**config.mk**
```make
export PLATFORM = sky130hd
export DESIGN_NAME = lsfd_core
export DESIGN_NICKNAME = d
export VERILOG_FILES = /design/src/core/lsfd_pkg.sv /design/src/core/lsfd_refresh_if.sv /design/src/core/lsfd_refresh_timer.sv /design/src/core/lsfd_core.sv
export SDC_FILE = /design/constraint.sdc
export NUM_CORES = 1
export LEC_CHECK = 0
export BUFFER_PORTS_ARGS = -buffer_cell sky130_fd_sc_hd__buf_2
export CORE_MARGIN = 5
export CORE_UTILIZATION = 40
export CTS_BUF_LIST = sky130_fd_sc_hd__clkbuf_16
export DETAILED_ROUTE_END_ITERATION = 10
export GPL_ROUTABILITY_DRIVEN = 0
export HOLD_SLACK_MARGIN = 0.05
export SYNTH_ARGS = -nofsm -noshare
export SYNTH_HDL_FRONTEND = slang
export SYNTH_SLANG_ARGS = --single-unit
```
**constraint.sdc**
```tcl
create_clock -name clk_sys -period 3.4 [get_ports clk_sys]
set_input_delay 0.17 -clock clk_sys [delete_from_list [all_inputs] [get_ports clk_sys]]
set_output_delay 0.17 -clock clk_sys [all_outputs]
set_load 0.05 [all_outputs]
```
**src/core/lsfd_pkg.sv**
```systemverilog
// Package: constants and types for the low-side fault diagnostics block
package lsfd_pkg;
    localparam int NCH = 6;
    // Clock rate and documented times
    localparam longint CLK_HZ        = 50000000;
    localparam longint REFRESH_SHORT_MS = 10;
    localparam longint REFRESH_LONG_MS  = 40;
    localparam int REFRESH_SHORT_CYC =
        int'((REFRESH_SHORT_MS * CLK_HZ) / 1000);
    localparam int REFRESH_LONG_CYC  =
        int'((REFRESH_LONG_MS * CLK_HZ) / 1000);
    // Default blanking and filter lengths in cycles
    localparam int ON_BLANK_CYC_DEF  = 500;
    localparam int OFF_BLANK_CYC_DEF = 500;
    localparam int FILTER_CYC_DEF    = 100;
    localparam int TMR_W = 22;
    // Fault codes
    localparam logic [1:0] FC_NONE  = 2'h0;
    localparam logic [1:0] FC_OPEN  = 2'h1;
    localparam logic [1:0] FC_GND   = 2'h2;
    localparam logic [1:0] FC_SHORT = 2'h3;
    // Reset values
    localparam logic [5:0] MODE_RST = 6'h00;
    typedef enum logic [2:0] {
        LSFD_IDLE  = 3'b001,
        LSFD_BLANK = 3'b010,
        LSFD_FILT  = 3'b100
    } lsfd_tmr_t;
endpackage

```
**src/core/lsfd_refresh_if.sv**
```systemverilog
// Interface: shared refresh timer requests and taps
`timescale 1ns/1ps
interface lsfd_refresh_if;
    logic       start;
    logic       tap_short;
    logic       tap_long;
    logic       running;
    modport timer (input start, output tap_short, output tap_long,
                   output running);
    modport user  (output start, input tap_short, input tap_long,
                   input running);
endinterface

```
**src/core/lsfd_refresh_timer.sv**
```systemverilog
// Module: global refresh timer with two taps
`timescale 1ns/1ps
module lsfd_refresh_timer
    import lsfd_pkg::*;
#(
    parameter int SHORT_CYC = REFRESH_SHORT_CYC,
    parameter int LONG_CYC  = REFRESH_LONG_CYC
) (
    // Clock and reset
    input  wire logic       clk_sys,
    input  wire logic       resetn,
    // Timer port
    lsfd_refresh_if.timer   rf
);
    logic [TMR_W-1:0] cnt_q, cnt_d;
    logic [TMR_W-1:0] sc_q, sc_d;
    logic             run_q, run_d;
    logic             ts_q, ts_d, tl_q, tl_d;

    always_comb begin
        cnt_d = cnt_q;
        sc_d  = sc_q;
        run_d = run_q;
        ts_d  = 1'b0;
        tl_d  = 1'b0;
        if (run_q) begin
            cnt_d = cnt_q + 1'b1;
            sc_d  = sc_q + 1'b1;
            // Short tap repeats every short period
            if (sc_q == TMR_W'(SHORT_CYC - 1)) begin
                ts_d = 1'b1;
                sc_d = '0;
            end
            if (cnt_q == TMR_W'(LONG_CYC - 1)) begin
                tl_d  = 1'b1;
                ts_d  = 1'b1;
                cnt_d = '0;
                sc_d  = '0;
                run_d = rf.start;
            end
        end else if (rf.start) begin
            run_d = 1'b1;
            cnt_d = '0;
            sc_d  = '0;
        end
    end

    always_ff @(posedge clk_sys or negedge resetn) begin
        if (!resetn) begin
            cnt_q <= '0;
            sc_q  <= '0;
            run_q <= 1'b0;
            ts_q  <= 1'b0;
            tl_q  <= 1'b0;
        end else begin
            cnt_q <= cnt_d;
            sc_q  <= sc_d;
            run_q <= run_d;
            ts_q  <= ts_d;
            tl_q  <= tl_d;
        end
    end

    assign rf.tap_short = ts_q;
    assign rf.tap_long  = tl_q;
    assign rf.running   = run_q;
endmodule

```
**src/core/lsfd_core.sv**
```systemverilog
// Module: six-channel low-side fault diagnostics and protection
// Notes on behaviour
// - Diagnostics run only while both enables high
// - Shorts checked on, open/ground checked off
// - On faults cut gate; off faults only report
// - Two-bit fault code per channel, read together
// - Blanking timer on each command edge
// - Filter timer on threshold crossing when stable
// - Enable rise restarts all blanking timers
// - Per-channel timers, shared durations
// - Short threshold select per three-channel group
// - Short fault when above threshold at expiry
// - Per-channel mode bit: latch-off or retry
// - Latch-off holds gate off until re-toggled
// - Auto-retry: off for refresh, then retry
// - Refresh tap chosen per channel group
// - Global refresh timer, 10 ms and 40 ms
// - First fault gets full refresh period
// - Off channel checked at off-blank or filter end
// - Off classes: none, ground short, open load
// - Status flag compares open-load threshold
// - Status flag is OR of unmasked channels
// - Captured code held until a valid frame
// - No capture while a timer runs
// - Gate needs reset, enables, no short, command
`timescale 1ns/1ps
module lsfd_core
    import lsfd_pkg::*;
#(
    parameter int ON_BLANK_CYC  = ON_BLANK_CYC_DEF,
    parameter int OFF_BLANK_CYC = OFF_BLANK_CYC_DEF,
    parameter int FILTER_CYC    = FILTER_CYC_DEF,
    parameter int SHORT_CYC     = REFRESH_SHORT_CYC,
    parameter int LONG_CYC      = REFRESH_LONG_CYC
) (
    // Clock and reset
    input  wire logic                clk_sys,
    input  wire logic                resetn,
    // Enables and commands
    input  wire logic                primary_enable,
    input  wire logic                output_enable,
    input  wire logic [NCH-1:0]      parallel_command,
    input  wire logic [NCH-1:0]      serial_gate_bit,
    // Configuration
    input  wire logic [NCH-1:0]      disable_mode_bit,
    input  wire logic                refresh_select_low_group,
    input  wire logic                refresh_select_high_group,
    input  wire logic [1:0]          threshold_select_low_group,
    input  wire logic [1:0]          threshold_select_high_group,
    input  wire logic [NCH-1:0]      flag_mask_clear,
    // Comparator results per channel
    input  wire logic [NCH-1:0]      drain_above_open,
    input  wire logic [NCH-1:0]      drain_below_ground,
    input  wire logic [4*NCH-1:0]    drain_above_short_step,
    // Frame handshake
    input  wire logic                frame_valid_done,
    // Outputs
    output logic [NCH-1:0]           gate_drive,
    output logic [2*NCH-1:0]         fault_code_bits,
    output logic [NCH-1:0]           shorted_load_state,
    output logic                     bias_enable,
    output logic                     fault_flag_n_oe_n,
    output logic                     drain_status_flag_n_oe_n
);
    lsfd_refresh_if rf ();

    lsfd_refresh_timer #(
        .SHORT_CYC (SHORT_CYC),
        .LONG_CYC  (LONG_CYC)
    ) u_refresh (
        .clk_sys   (clk_sys),
        .resetn    (resetn),
        .rf        (rf)
    );

    // ------------------------------------------------------------
    // Threshold decode
    // ------------------------------------------------------------
    function automatic logic above_step(input logic [3:0] steps,
                                        input logic [1:0] sel);
        above_step = steps[sel];
    endfunction

    logic diag_en;
    logic both_q, both_d;
    logic en_rise;
    logic [NCH-1:0] cmd;

    assign diag_en = primary_enable && output_enable;
    assign en_rise = diag_en && !both_q;
    assign cmd     = parallel_command | serial_gate_bit;

    // ------------------------------------------------------------
    // Per-channel state
    // ------------------------------------------------------------
    lsfd_tmr_t        st_q [NCH];
    lsfd_tmr_t        st_d [NCH];
    logic [TMR_W-1:0] tc_q [NCH];
    logic [TMR_W-1:0] tc_d [NCH];
    logic [NCH-1:0]   cmd_q, cmd_d;
    logic [NCH-1:0]   on_q, on_d;
    logic [NCH-1:0]   cmpst_q, cmpst_d;
    logic [NCH-1:0]   shrt_q, shrt_d;
    logic [NCH-1:0]   lock_q, lock_d;
    logic [NCH-1:0]   wait_q, wait_d;
    logic [NCH-1:0]   seen_q, seen_d;
    logic [NCH-1:0]   cap_q, cap_d;
    logic [1:0]       code_q [NCH];
    logic [1:0]       code_d [NCH];
    logic [NCH-1:0]   gate_q, gate_d;
    logic             flt_q, flt_d;
    logic             sta_q, sta_d;
    logic             bias_q, bias_d;
    logic             oe_q;
    logic [NCH-1:0]   short_cmp, off_cmp, tap, expire, start_req;

    genvar g;
    generate
        for (g = 0; g < NCH; g++) begin : g_ch
            // Group threshold and refresh tap select
            assign short_cmp[g] = above_step(
                drain_above_short_step[4*g +: 4],
                (g < 3) ? threshold_select_low_group
                        : threshold_select_high_group);
            assign off_cmp[g] = !drain_above_open[g];
            assign tap[g] = ((g < 3) ? refresh_select_low_group
                                     : refresh_select_high_group)
                            ? rf.tap_long : rf.tap_short;
            assign expire[g] = (st_q[g] != LSFD_IDLE) &&
                               (tc_q[g] == '0);

            always_comb begin
                logic       cur_cmp;
                logic [1:0] cls;
                cur_cmp = on_q[g] ? short_cmp[g] : off_cmp[g];
                st_d[g]    = st_q[g];
                tc_d[g]    = tc_q[g];
                cmd_d[g]   = cmd[g];
                on_d[g]    = on_q[g];
                cmpst_d[g] = cur_cmp;
                shrt_d[g]  = shrt_q[g];
                lock_d[g]  = lock_q[g];
                wait_d[g]  = wait_q[g];
                seen_d[g]  = seen_q[g];
                cap_d[g]   = cap_q[g];
                code_d[g]  = code_q[g];
                start_req[g] = 1'b0;
                cls = FC_NONE;
                if (!on_q[g]) begin
                    if (drain_below_ground[g]) begin
                        cls = FC_GND;
                    end else if (!drain_above_open[g]) begin
                        cls = FC_OPEN;
                    end
                end else if (short_cmp[g]) begin
                    cls = FC_SHORT;
                end
                // Latch-off release on command low or output disable
                if (lock_q[g] && (!cmd[g] || !output_enable)) begin
                    lock_d[g] = 1'b0;
                    shrt_d[g] = 1'b0;
                end
                // Auto-retry end of refresh period
                if (wait_q[g] && tap[g]) begin
                    wait_d[g] = 1'b0;
                    shrt_d[g] = 1'b0;
                end
                if (frame_valid_done) begin
                    cap_d[g]  = 1'b0;
                    code_d[g] = FC_NONE;
                end
                if (!diag_en) begin
                    st_d[g]   = LSFD_IDLE;
                    tc_d[g]   = '0;
                    on_d[g]   = 1'b0;
                    wait_d[g] = 1'b0;
                    shrt_d[g] = lock_q[g] && output_enable;
                end else if (en_rise || (gate_d[g] != on_q[g])) begin
                    // Fresh command state or enable rise
                    on_d[g] = gate_d[g];
                    st_d[g] = LSFD_BLANK;
                    tc_d[g] = gate_d[g] ? TMR_W'(ON_BLANK_CYC - 1)
                                        : TMR_W'(OFF_BLANK_CYC - 1);
                end else if (st_q[g] != LSFD_IDLE && tc_q[g] != '0) begin
                    tc_d[g] = tc_q[g] - 1'b1;
                end else if (expire[g]) begin
                    st_d[g] = LSFD_IDLE;
                    if (cls != FC_NONE && !cap_d[g]) begin
                        cap_d[g]  = 1'b1;
                        code_d[g] = cls;
                    end
                    if (cls == FC_SHORT) begin
                        shrt_d[g] = 1'b1;
                        if (disable_mode_bit[g]) begin
                            lock_d[g] = 1'b1;
                        end else begin
                            wait_d[g] = 1'b1;
                            start_req[g] = 1'b1;
                        end
                    end
                end else if (cur_cmp != cmpst_q[g]) begin
                    st_d[g] = LSFD_FILT;
                    tc_d[g] = TMR_W'(FILTER_CYC - 1);
                end
            end

            always_comb begin
                gate_d[g] = resetn && diag_en && !shrt_q[g] &&
                            cmd[g];
            end
        end
    endgenerate

    assign rf.start = |start_req | (|wait_q);

    // ------------------------------------------------------------
    // Flags
    // ------------------------------------------------------------
    always_comb begin
        both_d = diag_en;
        bias_d = diag_en;
        sta_d  = !(primary_enable &&
                 |(flag_mask_clear & ~drain_above_open));
        flt_d  = !(primary_enable && |(flag_mask_clear & cap_q));
    end

    always_ff @(posedge clk_sys or negedge resetn) begin
        if (!resetn) begin
            both_q  <= 1'b0;
            cmd_q   <= '0;
            on_q    <= '0;
            cmpst_q <= '0;
            shrt_q  <= '0;
            lock_q  <= '0;
            wait_q  <= '0;
            seen_q  <= '0;
            cap_q   <= '0;
            gate_q  <= '0;
            flt_q   <= 1'b1;
            sta_q   <= 1'b1;
            bias_q  <= 1'b0;
            oe_q    <= 1'b0;
            for (int i = 0; i < NCH; i++) begin
                st_q[i]   <= LSFD_IDLE;
                tc_q[i]   <= '0;
                code_q[i] <= FC_NONE;
            end
        end else begin
            both_q  <= both_d;
            cmd_q   <= cmd_d;
            on_q    <= on_d;
            cmpst_q <= cmpst_d;
            shrt_q  <= shrt_d;
            lock_q  <= lock_d;
            wait_q  <= wait_d;
            seen_q  <= seen_d;
            cap_q   <= cap_d;
            gate_q  <= gate_d;
            flt_q   <= flt_d;
            sta_q   <= sta_d;
            bias_q  <= bias_d;
            oe_q    <= output_enable;
            for (int i = 0; i < NCH; i++) begin
                st_q[i]   <= st_d[i];
                tc_q[i]   <= tc_d[i];
                code_q[i] <= code_d[i];
            end
        end
    end

    // ------------------------------------------------------------
    // Outputs
    // ------------------------------------------------------------
    always_comb begin
        gate_drive               = gate_q;
        shorted_load_state       = shrt_q;
        bias_enable              = bias_q;
        fault_flag_n_oe_n        = flt_q;
        drain_status_flag_n_oe_n = sta_q;
        for (int i = 0; i < NCH; i++) begin
            fault_code_bits[2*i +: 2] = code_q[i];
        end
    end
endmodule

```
==> impl_metrics.ini <==
[yosys]
syn_area_per_cell_um2 = 8.89
synth_seq_cells = 254
synth-async-reset-ratio_pct = 100
yosysWarningCount = 0
ys_seq_area_share_pct = 44.7
synthFlopType = dfrtp_1
synth_edf_count = 0
syn_nets = 1683
syn_inst = 1603
syn_area_um2 = 14300
synth.largest_area_cell = dfrtp_1
synth.distinct_cells = 86
synth.area.top_cells = dfrtp_1 43%, nor2_1 3.9%, nand2_1 3.8%
synth_top_area_share_pct = 43.2

[die]
ios = 98
dieArea_um2 = 39500
core_area_um2 = 35400
die_width_um = 199
initial_core_util_pct = 40.3
die_y_um = 199
rows = 69

[sta]
worst_hold_slack_ns = 0.0541
worst_slew_pin_slew_ns = 1.14
drv_slew = 0
fin_crit_sh_pct = 94.2
max_freq_mhz = 312
fin_crit_ns = 3.20
finalHoldViolCount = 0
slew_headroom_pct = 23.5
finClkSkew_ns = 0.00753
finalSetupTns_ns = 0
finalSetupViolCount = 0

[global_route]
grt_pass1_wl_um = 65000
first_global_vias = 12286
grt.total_usage_pct = 19.9
overflow = 0
antenna_found_initial = 0
grt_max_degree = 154

[route]
dr.pass1.iters = 5
wl_um = 39900
vias = 13019
wl_per_cell_um = 18.0
drt_iter0_drc = 954
drc = 0
antenna_left = 0
via_per_inst = 5.87

[setup_path]
required_ns = 3.88
startpoint = tc_q[110]$_DFFE_PN0P_
ff2ff_path_depth = 9
crit_fanout = 11
r2r_slack_ns = 0.20
critPathLaunchType = register
regToRegEndpoint = lock_q[0]$_DFF_PN0_
endpoint = lock_q[0]$_DFF_PN0_
end_kind = register
rr_startpoint = tc_q[110]$_DFFE_PN0P_
crit_arrival_ns = 3.69
crit_type = register to register

[flow_run]
cap_violations = 0

[cts]
post_cts_buffers = 0
tritoncts = yes
insertion_delay_ns = 0.55
clockBufferDepth = 3
cts_max_level = 1
clk_pin_slew_ns = 0.05
cts_sinks = 254
cts_root_buffer = clkbuf_16
cts_inserted_buffers = 29

[placement]
port_buffers = 97
placed_cells = 2131
hpwl_um = 28000

[final_layout]
stdcell_count = 2218
final_core_util_pct = 46.7
multi_input_area_um2 = 7350
antenna_cells = 0
ff_latch_area_um2 = 6370
n_fill_cell = 3418
nets = 1815
areaGrowthSynthToFinish_pct = 15.9
drive_gt1_share_pct = 13.3

[pwr]
ir_worst_vdd_mv = 0.410
power_uw = 7750
p_leak_uw = 0.00760
p_per_area_nw_per_um2 = 469

[run_status]
outcome = finished clean

[worst_hold_path]
hp-class = input pin to register
[layer usage]
metal / track usage [%] / routed length [µm] / vias up / part of all wire (%)
met5: 0 / 0 / - / 0
met3: 2.71 / 2090 / 62 / 5.2
met4: 5.62 / 1180 / 0 / 3.0
met2: 30.9 / 17700 / 317 / 44
li1: - / - / 6276 / -
met1: 29.3 / 18900 / 6364 / 47
[worst min path at each step]
stage	start	endpoint	slack (ns)	cells past startpoint
2_1_floorplan	resetn	bias_enable$_DFF_PN0_	-0.13	0
3_3_place_gp	resetn	tc_q[94]$_DFFE_PN0P_	0.32	2
3_5_place_dp	resetn	tc_q[92]$_DFFE_PN0P_	0.32	2
4_1_cts	serial_gate_bit[0]	on_q[0]$_DFFE_PN0P_	0.05	3
5_1_grt	flag_mask_clear[2]	drain_status_flag_n_oe_n$_DFF_PN1_	0.07	3
6_report	flag_mask_clear[2]	drain_status_flag_n_oe_n$_DFF_PN1_	0.05	3
[layout make-up]
class / instances / area share (%)
Clock buffer: 29 / 4.39
Multi-Input combinational cell: 1214 / 44.5
Tap cell: 461 / 3.49
Timing Repair Buffer: 171 / 7.03
Inverter: 65 / 1.48
Sequential cell: 254 / 38.5
Clock inverter: 24 / 0.591
[where the power goes]
part	switching [µW]	leakage (µW)	internal, µW
clock network	1240	0.000444	1530
logic	1020	0.00373	612
registers	177	0.00343	3170
total	2440	0.00760	5310
[metrics by stage]
step | cell area, µm² | setup WS, ns
floorplan | 14300 | 0.647
global placement | 15300 | 0.407
detailed placement | 15300 | 0.325
CTS | 16500 | 0.0225
global route | 16500 | -0.00500
finish | 16500 | 0.198
[placed cells by master, fill, tap and decap left out, types with 10 or more instances in the layout]
cell type / Yosys / layout
a22oi_1: 13 / 13
nand3_1: 55 / 55
or4_1: 28 / 28
or3_1: 44 / 44
xnor2_1: 20 / 20
clkbuf_16: 0 / 29
and3_1: 24 / 24
dlygate4sd3_1: 0 / 34
o211ai_1: 13 / 13
nor4b_1: 11 / 11
o21ai_1: 27 / 27
o21ai_0: 98 / 98
buf_2: 11 / 96
nor4_1: 43 / 43
buf_4: 5 / 38
a211o_1: 20 / 20
or2_2: 13 / 13
a21o_1: 22 / 22
nand2b_1: 11 / 11
a22o_1: 12 / 12
nand4_1: 26 / 26
dfrtp_1: 246 / 246
o21a_1: 17 / 17
nor3b_1: 11 / 11
mux2i_1: 11 / 11
a31oi_1: 59 / 59
inv_1: 65 / 76
o31ai_1: 21 / 21
nand2_1: 144 / 143
nor2_1: 148 / 148
a21oi_1: 93 / 93
clkinv_1: 0 / 10
nor3_1: 78 / 77
[sequential cells by signal (all words and copies together), names as in the netlist, 12 cells and up]
signal           cells
tc_q               132
u_refresh.cnt_q     22
st_q                18
u_refresh.sc_q      22
fault_code_bits     12
[critical path, cell delays in order (launching register included)]
cell	delay [ns]
dfrtp_1	0.40
inv_1	0.09
ha_1	0.20
or4b_1	0.48
or4_4	0.64
nor3_4	0.29
nand4_1	0.16
o21ai_0	0.19
dlygate4sd3_1	0.56
and2_1	0.12
[cell families (layout without fill, tap and decap cells)]
| family | Yosys count | count (layout) | synth area share, % |
|---|---|---|---|
| buffers and inverters | 135 | 289 | 3.94 |
| XOR/XNOR | 28 | 28 | 1.72 |
| adder cells (fa/ha/maj) | 9 | 9 | 0.790 |
| flip-flops | 254 | 254 | 44.7 |
| AND/OR/NAND/NOR | 688 | 688 | 25.5 |
| multiplexers | 23 | 23 | 2.12 |
| AO/OA/AOI/OAI | 466 | 466 | 21.3 |
[Yosys cell counts, drive strengths merged (33+ instances only)]
master / instances
dfrtp: 246
or3: 44
or4: 33
nand3: 56
a21oi: 93
a31oi: 59
clkbuf: 49
nor2: 148
inv: 65
nor4: 47
nand2: 144
o21ai: 125
nor3: 79
[repair_timing]
action	in CTS	in global routing
gates resized for setup	0	2
endpoints found under the setup margin	0	1
hold buffers	34	0
hold endpoints to repair	66	0
Note: power is estimated with default switching activity, not from simulation.
